[src/verilog/i2cm_pkg.sv]
// shared constants and types of the two-wire master command block
package i2cm_pkg;
  // register byte offsets
  localparam logic [11:0] OFS_TAR = 12'h000;
  localparam logic [11:0] OFS_MCS = 12'h004;
  localparam logic [11:0] OFS_DAT = 12'h008;

  // command field positions of master_control_status on write
  localparam int CMD_RUN = 0;
  localparam int CMD_START = 1;
  localparam int CMD_STOP = 2;
  localparam int CMD_ACK = 3;

  // status field positions of master_control_status on read
  localparam int STS_BUSY = 0;
  localparam int STS_ERROR = 1;
  localparam int STS_ADRN = 2;
  localparam int STS_DATN = 3;
  localparam int STS_ARB = 4;
  localparam int STS_IDLE = 5;
  localparam int STS_BUSBSY = 6;

  // receive/send select in target_address_register
  localparam int TAR_RS = 0;

  // reset values
  localparam logic [7:0] TAR_RST = 8'h00;
  localparam logic [7:0] DAT_RST = 8'h00;

  // timing: one serial clock period is four quarter phases
  localparam int CLK_PERIOD_NS = 20;
  localparam int SCL_PERIOD_NS = 10000;
  localparam int QTR_CYC_INT =
    (SCL_PERIOD_NS / 4 + CLK_PERIOD_NS - 1) / CLK_PERIOD_NS;
  localparam logic [7:0] QTR_CYC = 8'(QTR_CYC_INT);

  // index of the last bit in one byte slot, the acknowledge bit
  localparam logic [3:0] LAST_BIT = 4'h8;

  // serial engine, gray coded along idle-start-bit-stop
  typedef enum logic [1:0] {
    E_IDLE = 2'b00,
    E_START = 2'b01,
    E_BIT = 2'b11,
    E_STOP = 2'b10
  } i2cm_eng_t;

  // master protocol state seen by the command decoder
  typedef enum logic [1:0] {
    MS_IDLE = 2'b00,
    MS_TX = 2'b01,
    MS_RX = 2'b11
  } i2cm_mst_t;
endpackage

[src/verilog/i2cm_top.sv]
// two-wire bus master: command decoder, status and serial engine
//
// How it works
// - status bit 4 shows arbitration lost
// - status bit 3 shows data byte unacknowledged
// - status bit 2 shows address unacknowledged
// - status bit 1 is any of those errors
// - status bit 0 busy; others invalid meanwhile
// - status bit 5 idle, bit 6 bus busy; bits 31-7 reserved, read back as zero
// - command ack bit acknowledges received bytes
// - command stop bit generates a stop
// - command start bit makes start or repeat
// - run bit needed for any byte transfer
// - idle send start-run: start, send, transmit
// - idle send stop-start-run: start, send, stop
// - idle receive start-run: start, receive, nack
// - idle receive: stop variant, ack variant
// - transmit run only: send, stay transmit
// - transmit stop alone, or send then stop
// - transmit send repeat start, stop optional
// - transmit receive repeat start, enter receive
// - transmit receive with stop: repeat, stop
// - address bit 0 selects receive or send
`timescale 1ns/100ps
module i2cm_top
  import i2cm_pkg::*;
(
  // system
  input wire logic hclk,
  input wire logic hresetn,
  // ahb-lite slave
  input wire logic hsel,
  input wire logic [31:0] haddr,
  input wire logic [1:0] htrans,
  input wire logic hwrite,
  input wire logic [2:0] hsize,
  input wire logic [31:0] hwdata,
  input wire logic hready,
  output logic [31:0] hrdata,
  output logic hreadyout,
  output logic hresp,
  // serial clock pin, open drain
  input wire logic scl_i,
  output logic scl_o,
  output logic scl_oe,
  // serial data pin, open drain
  input wire logic sda_i,
  output logic sda_o,
  output logic sda_oe
);

  // bus side registers
  logic dph_wr_q;
  logic dph_rd_q;
  logic [11:0] dph_ofs_q;
  logic [31:0] hrdata_q;
  logic hready_q;
  logic [7:0] tar_q;
  logic [7:0] dat_q;

  // status
  logic busy_q;
  logic arb_q;
  logic datn_q;
  logic adrn_q;
  logic err_q;
  logic busbsy_q;

  // pin synchronisers
  logic scl_m_q;
  logic scl_s_q;
  logic sda_m_q;
  logic sda_s_q;
  logic sda_p_q;

  // engine
  i2cm_eng_t eng_q;
  i2cm_mst_t mst_q;
  i2cm_mst_t op_next_q;
  logic [1:0] ph_q;
  logic [7:0] cnt_q;
  logic [3:0] bitn_q;
  logic [7:0] shift_q;
  logic op_data_q;
  logic op_rx_q;
  logic op_ack_q;
  logic op_stop_q;
  logic in_data_q;
  logic nack_q;
  logic scl_oe_q;
  logic sda_oe_q;

  // address phase decode; hsize is always a word here
  wire aph = hsel & htrans[1] & hready;
  wire [11:0] a_ofs = haddr[11:0];
  wire wr_tar = dph_wr_q & (dph_ofs_q == OFS_TAR);
  wire wr_mcs = dph_wr_q & (dph_ofs_q == OFS_MCS);
  wire wr_dat = dph_wr_q & (dph_ofs_q == OFS_DAT);

  // command fields and direction select
  wire c_run = hwdata[CMD_RUN];
  wire c_start = hwdata[CMD_START];
  wire c_stop = hwdata[CMD_STOP];
  wire c_ack = hwdata[CMD_ACK];
  wire rs = tar_q[TAR_RS];

  // decoding of the written command against the master state
  wire sr = c_start & c_run;
  wire illegal = rs & c_ack & c_stop;
  wire acc_sr = sr & ~illegal & (mst_q != MS_RX);
  wire acc_send = (mst_q == MS_TX) & ~c_start & c_run;
  wire acc_stop = (mst_q == MS_TX) & ~c_start & ~c_run & c_stop;
  wire cmd_ok = acc_sr | acc_send | acc_stop;
  wire cmd_go = wr_mcs & ~busy_q & cmd_ok;
  // after a stop the master is idle, else it follows the direction
  wire go_rx = acc_sr & rs;
  wire [1:0] nxt_bits = c_stop ? MS_IDLE : (go_rx ? MS_RX : MS_TX);
  wire i2cm_mst_t cmd_next = i2cm_mst_t'(nxt_bits);

  // status word, reserved bits read as zero
  wire idle_w = (mst_q == MS_IDLE) & ~busy_q;
  wire [6:0] sts = {busbsy_q, idle_w, arb_q, datn_q, adrn_q, err_q,
                    busy_q};
  wire [31:0] rd_mux =
    (dph_ofs_q == OFS_TAR) ? {24'h000000, tar_q} :
    (dph_ofs_q == OFS_MCS) ? {25'h0000000, sts} :
    (dph_ofs_q == OFS_DAT) ? {24'h000000, dat_q} : 32'h00000000;

  // quarter phase timing; a released clock held low stretches it
  wire stall = ~scl_oe_q & ~scl_s_q;
  wire tick = (eng_q != E_IDLE) & ~stall & (cnt_q == QTR_CYC - 8'h01);
  wire rx_byte = op_rx_q & in_data_q;
  wire ack_slot = (bitn_q == LAST_BIT);
  // value put on the data line in this bit slot; one means released
  wire bit_val = ack_slot ? (rx_byte ? ~op_ack_q : 1'b1) :
                 (rx_byte ? 1'b1 : shift_q[7]);
  // lost arbitration: we released the line and someone holds it low
  wire arb_hit = tick & (eng_q == E_BIT) & (ph_q == 2'd2) & ~ack_slot &
                 ~rx_byte & bit_val & ~sda_s_q;
  wire byte_end = tick & (eng_q == E_BIT) & (ph_q == 2'd3) & ack_slot;

  // pins: open drain, only ever pulled low
  assign scl_o = 1'b0;
  assign sda_o = 1'b0;
  assign scl_oe = scl_oe_q;
  assign sda_oe = sda_oe_q;
  assign hrdata = hrdata_q;
  assign hreadyout = hready_q;
  assign hresp = 1'b0;

  // two flops on each pin before any logic looks at it
  always_ff @(posedge hclk or negedge hresetn) begin
    if (!hresetn) begin
      scl_m_q <= 1'b1;
      scl_s_q <= 1'b1;
      sda_m_q <= 1'b1;
      sda_s_q <= 1'b1;
      sda_p_q <= 1'b1;
    end else begin
      scl_m_q <= scl_i;
      scl_s_q <= scl_m_q;
      sda_m_q <= sda_i;
      sda_s_q <= sda_m_q;
      sda_p_q <= sda_s_q;
    end
  end

  // bus busy from start and stop seen on the wires by anyone
  always_ff @(posedge hclk or negedge hresetn) begin
    if (!hresetn) begin
      busbsy_q <= 1'b0;
    end else if (scl_s_q & sda_p_q & ~sda_s_q) begin
      busbsy_q <= 1'b1;
    end else if (scl_s_q & ~sda_p_q & sda_s_q) begin
      busbsy_q <= 1'b0;
    end
  end

  // ahb data phase; reads take one wait state so they never go stale
  always_ff @(posedge hclk or negedge hresetn) begin
    if (!hresetn) begin
      dph_wr_q <= 1'b0;
      dph_rd_q <= 1'b0;
      dph_ofs_q <= 12'h000;
      hready_q <= 1'b1;
      hrdata_q <= 32'h00000000;
    end else begin
      dph_wr_q <= aph & hwrite;
      dph_rd_q <= aph & ~hwrite;
      if (aph) begin
        dph_ofs_q <= a_ofs;
      end
      hready_q <= ~(aph & ~hwrite);
      if (dph_rd_q) begin
        hrdata_q <= rd_mux;
      end
    end
  end

  // address and data registers; a transfer in flight locks them
  always_ff @(posedge hclk or negedge hresetn) begin
    if (!hresetn) begin
      tar_q <= TAR_RST;
      dat_q <= DAT_RST;
    end else begin
      if (wr_tar & ~busy_q) begin
        tar_q <= hwdata[7:0];
      end
      if (wr_dat & ~busy_q) begin
        dat_q <= hwdata[7:0];
      end else if (byte_end & rx_byte) begin
        dat_q <= shift_q; // received byte for software
      end
    end
  end

  // quarter counter, restarted at every phase change
  always_ff @(posedge hclk or negedge hresetn) begin
    if (!hresetn) begin
      cnt_q <= 8'h00;
    end else if (eng_q == E_IDLE || tick) begin
      cnt_q <= 8'h00;
    end else if (!stall) begin
      cnt_q <= cnt_q + 8'h01;
    end
  end

  // error flags: cleared when a command is taken, set by the engine
  always_ff @(posedge hclk or negedge hresetn) begin
    if (!hresetn) begin
      arb_q <= 1'b0;
      adrn_q <= 1'b0;
      datn_q <= 1'b0;
      err_q <= 1'b0;
    end else if (cmd_go) begin
      arb_q <= 1'b0;
      adrn_q <= 1'b0;
      datn_q <= 1'b0;
      err_q <= 1'b0;
    end else if (arb_hit) begin
      arb_q <= 1'b1;
      err_q <= 1'b1;
    end else if (byte_end & nack_q & ~rx_byte) begin
      adrn_q <= ~in_data_q;
      datn_q <= in_data_q;
      err_q <= 1'b1;
    end
  end

  // serial engine: start, byte slots, stop
  always_ff @(posedge hclk or negedge hresetn) begin
    if (!hresetn) begin
      eng_q <= E_IDLE;
      mst_q <= MS_IDLE;
      op_next_q <= MS_IDLE;
      busy_q <= 1'b0;
      ph_q <= 2'd0;
      bitn_q <= 4'h0;
      shift_q <= 8'h00;
      op_data_q <= 1'b0;
      op_rx_q <= 1'b0;
      op_ack_q <= 1'b0;
      op_stop_q <= 1'b0;
      in_data_q <= 1'b0;
      nack_q <= 1'b0;
      scl_oe_q <= 1'b0;
      sda_oe_q <= 1'b0;
    end else if (eng_q == E_IDLE) begin
      if (cmd_go) begin
        busy_q <= 1'b1;
        ph_q <= 2'd0;
        bitn_q <= 4'h0;
        op_data_q <= c_run;
        op_rx_q <= go_rx;
        op_ack_q <= c_ack;
        op_stop_q <= c_stop;
        op_next_q <= cmd_next;
        in_data_q <= ~acc_sr;
        // address byte carries the direction in its lowest bit
        shift_q <= acc_sr ? tar_q : dat_q;
        if (acc_sr) begin
          eng_q <= E_START;
        end else if (c_run) begin
          eng_q <= E_BIT;
        end else begin
          eng_q <= E_STOP;
        end
      end
    end else if (arb_hit) begin
      // give the bus up at once, no stop of our own
      eng_q <= E_IDLE;
      mst_q <= MS_IDLE;
      busy_q <= 1'b0;
      scl_oe_q <= 1'b0;
      sda_oe_q <= 1'b0;
    end else if (tick) begin
      ph_q <= ph_q + 2'd1;
      unique case (eng_q)
        E_START: begin
          // release data, release clock, data low, clock low
          unique case (ph_q)
            2'd0: sda_oe_q <= 1'b0;
            2'd1: scl_oe_q <= 1'b0;
            2'd2: sda_oe_q <= 1'b1;
            2'd3: begin
              scl_oe_q <= 1'b1;
              eng_q <= E_BIT;
            end
          endcase
        end
        E_BIT: begin
          unique case (ph_q)
            2'd0: sda_oe_q <= ~bit_val;
            2'd1: scl_oe_q <= 1'b0;
            2'd2: begin
              if (ack_slot) begin
                nack_q <= sda_s_q;
              end else begin
                shift_q <= {shift_q[6:0], sda_s_q};
              end
            end
            2'd3: begin
              scl_oe_q <= 1'b1;
              bitn_q <= bitn_q + 4'h1;
              if (ack_slot) begin
                bitn_q <= 4'h0;
                if (nack_q & ~rx_byte) begin
                  eng_q <= E_STOP;
                  op_next_q <= MS_IDLE;
                end else if (!in_data_q && op_data_q) begin
                  in_data_q <= 1'b1;
                  shift_q <= dat_q;
                end else if (op_stop_q) begin
                  eng_q <= E_STOP;
                end else begin
                  eng_q <= E_IDLE;
                  mst_q <= op_next_q;
                  busy_q <= 1'b0;
                  sda_oe_q <= 1'b0;
                end
              end
            end
          endcase
        end
        E_STOP: begin
          // data low, release clock, release data while clock high
          unique case (ph_q)
            2'd0: sda_oe_q <= 1'b1;
            2'd1: scl_oe_q <= 1'b0;
            2'd2: sda_oe_q <= 1'b0;
            2'd3: begin
              eng_q <= E_IDLE;
              mst_q <= MS_IDLE;
              busy_q <= 1'b0;
            end
          endcase
        end
        default: eng_q <= E_IDLE;
      endcase
    end
  end

endmodule // i2cm_top

[config.mk]
export PLATFORM = sky130hd
export DESIGN_NAME = i2cm_top
export DESIGN_NICKNAME = d
export VERILOG_FILES = /design/src/verilog/i2cm_pkg.sv /design/src/verilog/i2cm_top.sv
export SDC_FILE = /design/constraint.sdc
export NUM_CORES = 1
export LEC_CHECK = 0
export BUFFER_PORTS_ARGS = -buffer_cell sky130_fd_sc_hd__buf_2
export CAP_MARGIN = 15
export CORE_MARGIN = 3
export CORE_UTILIZATION = 58
export DETAILED_ROUTE_END_ITERATION = 16
export PLACE_DENSITY = 0.82
export SLEW_MARGIN = 10
export SYNTH_ARGS = -nofsm -noshare
export SYNTH_HDL_FRONTEND = slang
export SYNTH_SLANG_ARGS = --single-unit
[constraint.sdc]
create_clock -name hclk -period 3.5 [get_ports hclk]
set_clock_uncertainty 0.15 [all_clocks]
set_input_delay 0.175 -clock hclk [delete_from_list [all_inputs] [get_ports hclk]]
set_output_delay 0.175 -clock hclk [all_outputs]
set_load 0.02 [all_outputs]
# After elaboration in Yosys (flattened, before gate mapping)
# Cells that the tools add are included.
# word_totals
regBits	110
# op_classes
bitwise	63
n_reduce_logical	40
n_eq_ne	44
addsub	3
muxes	108
# op_table
operator	count
$mux 8	17
$mux 2	33
$and 1x1->1	42
$mux 1	41
$ne 4x4->1 const B	10
$mux 4	7
$reduce_and 9->1	3
$reduce_bool 2->1	12
$not 1->1	19
$ne 3x3->1 const B	6
$pmux 8 s2	1
$reduce_bool 3->1	5
$reduce_and 7->1	2
$eq 12x3->1 const B	1
$eq 12x4->1 const B	1
$logic_not 12->1	1
$ne 3x2->1 const B	4
$pmux 1 s2	6
$reduce_and 10->1	1
$reduce_and 5->1	2
$add 8x1->8 const B	1
$eq 2x2->1 const B	4
$eq 8x7->1 const B	1
$ne 2x2->1 const B	4
24 further kinds	34

# Logic depth before layout (Yosys ltp)
# logic_depth
ltp_word	13
ltp_mapped	10
depth_no_buf	8

# Worst setup path before layout
# OpenSTA, ideal clock, no wires.
# synth_path
path_type	reg2reg
start	register eng_q[0]
end	register shift_q[0]
path_slack_ps	1202
period_less_slack_ps	2298
stages_incl_launch_ff	10
setup_ps	125
arrival_ps	2023
cell_sequence	dfrtp_1 -> inv_1 -> ha_1 -> and4bb_2 -> and3_1 -> nand2_1 -> nor2_1 -> o21bai_2 -> buf_6 -> mux2_4
# synth_between
elab_chain_cells	11
word_cells_on_any_way	22
classes_between	eq/ne: 7; mux: 1; bitwise: 8; reduce/logical: 6
# synth_lines
item	line	source
from (decl)	i2cm_top.sv:77	i2cm_eng_t eng_q;
from (signal assigned)	i2cm_top.sv:253	eng_q <= E_IDLE;
from (signal assigned)	i2cm_top.sv:282	eng_q <= E_START;
from (signal assigned)	i2cm_top.sv:284	eng_q <= E_BIT;
$reduce_bool 2->1	i2cm_top.sv:131	wire tick = (eng_q != E_IDLE) & ~stall & (cnt_q == QTR_CYC - 8'h01);
$and 1x1->1 (2 in a row)	i2cm_top.sv:131	
$and 1x1->1 (4 in a row)	i2cm_top.sv:138	wire arb_hit = tick & (eng_q == E_BIT) & (ph_q == 2'd2) & ~ack_slot &
$and 1x1->1 (2 in a row)	i2cm_top.sv:139	~rx_byte & bit_val & ~sda_s_q;
$ne 2x1->1 (no source line)	--	
$reduce_and 9->1 (no source line)	--	
to (signal assigned)	i2cm_top.sv:280	shift_q <= acc_sr ? tar_q : dat_q;
to (signal assigned)	i2cm_top.sv:319	shift_q <= {shift_q[6:0], sda_s_q};
to (signal assigned)	i2cm_top.sv:332	shift_q <= dat_q;
to (decl)	i2cm_top.sv:83	logic [7:0] shift_q;
# Parallel ways exist; a longest one is shown, timed or not.
# A chain may end at the register's enable or synchronous reset.

# Worst setup path after layout
# layout_path
start	register eng_q[0]
end	register op_next_q[0]
# layout_between
elab_chain_cells	11
word_cells_on_any_way	20
classes_between	eq/ne: 3; mux: 1; bitwise: 8; reduce/logical: 8
# layout_lines
item	line	source
$reduce_bool 2->1	i2cm_top.sv:131	
$and 1x1->1 (2 in a row)	i2cm_top.sv:131	
$and 1x1->1 (4 in a row)	i2cm_top.sv:138	
$and 1x1->1 (2 in a row)	i2cm_top.sv:139	
$ne 2x1->1 (no source line)	--	
$reduce_and 7->1 (no source line)	--	
to (signal assigned)	i2cm_top.sv:277	op_next_q <= cmd_next;
to (decl)	i2cm_top.sv:79	i2cm_mst_t op_next_q;
# Parallel ways exist; a longest one is shown, timed or not.

==> out/qor.json <==
{
  "rows": {"value": 32},
  "dp_hpwl": {"value": 7188, "unit": "um"},
  "period_share": {"value": 0.8523},
  "cp.required": {"value": 3.61, "unit": "ns"},
  "synth_ff_type": {"value": "sky130_fd_sc_hd__dfrtp_1"},
  "worst_hold_slack": {"value": 0.2045, "unit": "ns"},
  "chipWidth": {"value": 96.35, "unit": "um"},
  "totalPowerFinal": {"value": 2.022, "unit": "mW"},
  "dr.first_iter.drc_count": {"value": 250},
  "worstSetupEndpointType": {"value": "flip-flop"},
  "layout_commonest_cell": {"value": "sky130_fd_sc_hd__dfrtp_1"},
  "worstMarginPinSlew": {"value": 1.062, "unit": "ns"},
  "yosys_warnings": {"value": 0},
  "synth_seq_cells": {"value": 86},
  "routed_wl": {"value": 10490, "unit": "um"},
  "grt_start_max_net_pins": {"value": 87},
  "grt.overflow.total": {"value": 0},
  "floorplan.die.height": {"value": 96.35, "unit": "um"},
  "number_of_drc_violations_after_detailed_routing": {"value": 0},
  "maximum_fanout_encountered_on_the_critical_timing_path": {"value": 12},
  "post_cts_setup_repair_buffer_count": {"value": 0},
  "cts_num_sinks": {"value": 86},
  "core_area": {"value": 7807, "unit": "um2"},
  "unrepaired_setup_endpoints_after_global_routing": {"value": "false"},
  "synth_compound_gate_area_share": {"value": 0.1438},
  "power.density": {"value": 379.9, "unit": "nW/um2"},
  "status": {"value": "completed"},
  "holdPathEnd": {"value": "sda_s_q"},
  "regToRegStartpoint": {"value": "eng_q[0]"},
  "grt_util_all_layers": {"value": 0.2376},
  "synth-xor-area-share": {"value": 0.007400},
  "cts_buffers": {"value": 9},
  "maxCapViolations": {"value": 0},
  "clock_tree.htree_level_count": {"value": 3},
  "initial_core_util": {"value": 0.6064},
  "ws_path_type": {"value": "reg -> reg"},
  "pin_count": {"value": 114},
  "post_drt_wl_per_cell": {"value": 16.34, "unit": "um"},
  "gpl.final_weighted_congestion": {"value": 0.8974},
  "numPortBuffers": {"value": 38},
  "synth_top_family_by_area": {"value": "simple AND/OR/NAND/NOR gates"},
  "number_of_global_route_vias_before_repair": {"value": 3590},
  "holdBufCountCts": {"value": 24},
  "dieArea": {"value": 9283, "unit": "um2"},
  "timing.max_slew.rel_slack": {"value": 0.2917},
  "synth_edf_count": {"value": 0},
  "share_of_post_route_cells_with_drive_strength_above_1": {"value": 0.1944},
  "netlist-cell-type-count": {"value": 66},
  "setup.worst_path.start_class": {"value": "flip-flop"},
  "finish.net_count": {"value": 626},
  "simple_logic_cell_fraction_of_the_synthesized_area": {"value": 0.1649},
  "rr_worst_depth": {"value": 8},
  "final_period_minus_worst_setup_slack": {"value": 2.983, "unit": "ns"},
  "vias": {"value": 3732},
  "drv_slew": {"value": 0},
  "vias_per_cell": {"value": 5.813},
  "critPathArrivalTime": {"value": 3.09, "unit": "ns"},
  "syn_area_cell": {"value": 9.967, "unit": "um2"},
  "r2r_endpoint": {"value": "op_next_q[0]"},
  "synthAdderAreaFrac": {"value": 0.03964},
  "area_growth_syn_to_layout": {"value": 12.42, "unit": "%"},
  "finalHoldViolations": {"value": 0},
  "grt_first_pass_wirelength": {"value": 17110, "unit": "um"},
  "worst_hold_path_type": {"value": "reg -> reg"},
  "post_synth_inst_count": {"value": 475},
  "report.final.setup_viol": {"value": 0},
  "antenna_violations_before_repair": {"value": 0},
  "cts_tree": {"value": "yes"},
  "synth.area.mux_share": {"value": 0.1076},
  "postRouteAntennaNets": {"value": 0},
  "fmax": {"value": 335.2, "unit": "MHz"},
  "cell_count_of_the_worst_hold_path": {"value": 0},
  "setup-tns-final": {"value": 0, "unit": "ns"},
  "cts_resized": {"value": 0},
  "antenna_cells_inserted": {"value": 0},
  "power.leakage": {"value": 2.515, "unit": "nW"},
  "timing.hold.worst.start": {"value": "sda_m_q"},
  "layout.cells.most_common_list": {"value": "sky130_fd_sc_hd__dfrtp_1, sky130_fd_sc_hd__nand2_1, sky130_fd_sc_hd__nor2_1"},
  "clk_pin_slew": {"value": 0.09, "unit": "ns"},
  "max-vdd-ir-drop": {"value": 261.6, "unit": "uV"},
  "cts_root_buf": {"value": "sky130_fd_sc_hd__clkbuf_8"},
  "synth-async-reset-ratio": {"value": 1.000},
  "clock_latency": {"value": 0.36, "unit": "ns"},
  "clock_path_buffers": {"value": 2},
  "yosysSeqAreaShare": {"value": 0.4561},
  "detailed_routing_iteration_count_for_the_pre_antenna_repair_pass": {"value": 4},
  "netlist_area": {"value": 4735, "unit": "um2"},
  "ff2ff_setup_slack": {"value": 0.52, "unit": "ns"}
}
[registers in the layout (all words and copies together) (netlist names), 2 cells and up]
name and flops:
eng_q 2, mst_q 2, ph_q 2, shift_q 8
hrdata 8, tar_q 8, cnt_q 8, bitn_q 4
dph_ofs_q 12, dat_q 8, op_next_q 2
[synthesized netlist by cell type (3+ instances only)]
cell type	number	area [um2]
sky130_fd_sc_hd__nand3b_1	3	22.52
sky130_fd_sc_hd__buf_2	5	25.02
sky130_fd_sc_hd__nor3_1	12	60.06
sky130_fd_sc_hd__and2_1	3	18.77
sky130_fd_sc_hd__nand2_1	44	165.2
sky130_fd_sc_hd__inv_1	28	105.1
sky130_fd_sc_hd__mux2i_1	19	190.2
sky130_fd_sc_hd__nand3_1	7	35.03
sky130_fd_sc_hd__o21ai_0	16	80.08
sky130_fd_sc_hd__dfrtp_1	80	2002
sky130_fd_sc_hd__a22o_1	13	113.9
sky130_fd_sc_hd__nand4_1	7	43.79
sky130_fd_sc_hd__xor2_1	3	26.28
sky130_fd_sc_hd__nor2b_1	3	18.77
sky130_fd_sc_hd__o211ai_1	4	30.03
sky130_fd_sc_hd__buf_4	27	202.7
sky130_fd_sc_hd__mux2_2	27	304.0
sky130_fd_sc_hd__o2bb2ai_1	3	26.28
sky130_fd_sc_hd__clkbuf_1	9	33.78
sky130_fd_sc_hd__nand2b_1	3	18.77
sky130_fd_sc_hd__ha_1	15	187.7
sky130_fd_sc_hd__o31ai_1	5	37.54
sky130_fd_sc_hd__nor2_1	43	161.4
sky130_fd_sc_hd__dfstp_2	6	157.7
sky130_fd_sc_hd__a21oi_1	38	190.2
[where the power goes]
part | internal (mW) | switching [mW] | total, mW
Sequential | 1.07 | 0.0707 | 1.14
Clock | 0.265 | 0.383 | 0.648
Combinational | 0.107 | 0.129 | 0.236
Total | 1.44 | 0.583 | 2.02
[worst max-delay path, cell delays in order, from the launching register on]
cell and delay (ns):
sky130_fd_sc_hd__dfrtp_1 0.44, sky130_fd_sc_hd__inv_1 0.13, sky130_fd_sc_hd__ha_1 0.26, sky130_fd_sc_hd__and4bb_2 0.30, sky130_fd_sc_hd__and3_1 0.44, sky130_fd_sc_hd__nand2_1 0.34, sky130_fd_sc_hd__a21oi_1 0.38, sky130_fd_sc_hd__o21ai_0 0.20
sky130_fd_sc_hd__a21bo_2 0.24
[metal layers]
layer	wire, um	track usage	up-vias
li1	-	-	1747
met1	4488	0.3187	1800
met2	5019	0.3830	162
met3	773	0.05942	23
met4	208	0.06776	0
met5	0	0	-
[through the flow]
stage,utilization,instance area [um2],instances,setup slack [ns]
finish,0.6817,5323,642,0.5170
CTS,0.6817,5323,642,0.5513
floorplan,-,4832,501,1.202
global route,0.6817,5323,642,0.2738
global placement,0.6279,4902,602,0.6348
detailed placement,0.6279,4902,602,0.5635
[final cells by class]
type	count	area [um2]
clock inverters	7	56.30
inverters	28	105.1
clock buffers	9	123.9
well taps	102	127.6
multi-input cells	345	2295
repair buffers	65	455.4
flip-flops and latches	86	2160
fillers	600	2485
[kinds of logic after synthesis]
group / after synthesis
simple gates: 149
compound gates: 103
flops: 86
buf+inv: 70
mux: 47
fa+ha+maj: 15
xor+xnor: 4
other cells: 1
[worst max path at each step]
stage                  start           end  slack (ns)  cells after the start
floorplan           eng_q[0]    shift_q[0]        1.20                      9
global placement    eng_q[0]    shift_q[0]        0.63                      8
detailed placement  eng_q[0]    shift_q[0]        0.56                      8
CTS                 eng_q[0]    shift_q[0]        0.55                      8
global route        eng_q[0]  op_next_q[0]        0.27                      8
finish              eng_q[0]  op_next_q[0]        0.52                      8
Power figures use the tool's default switching activity.
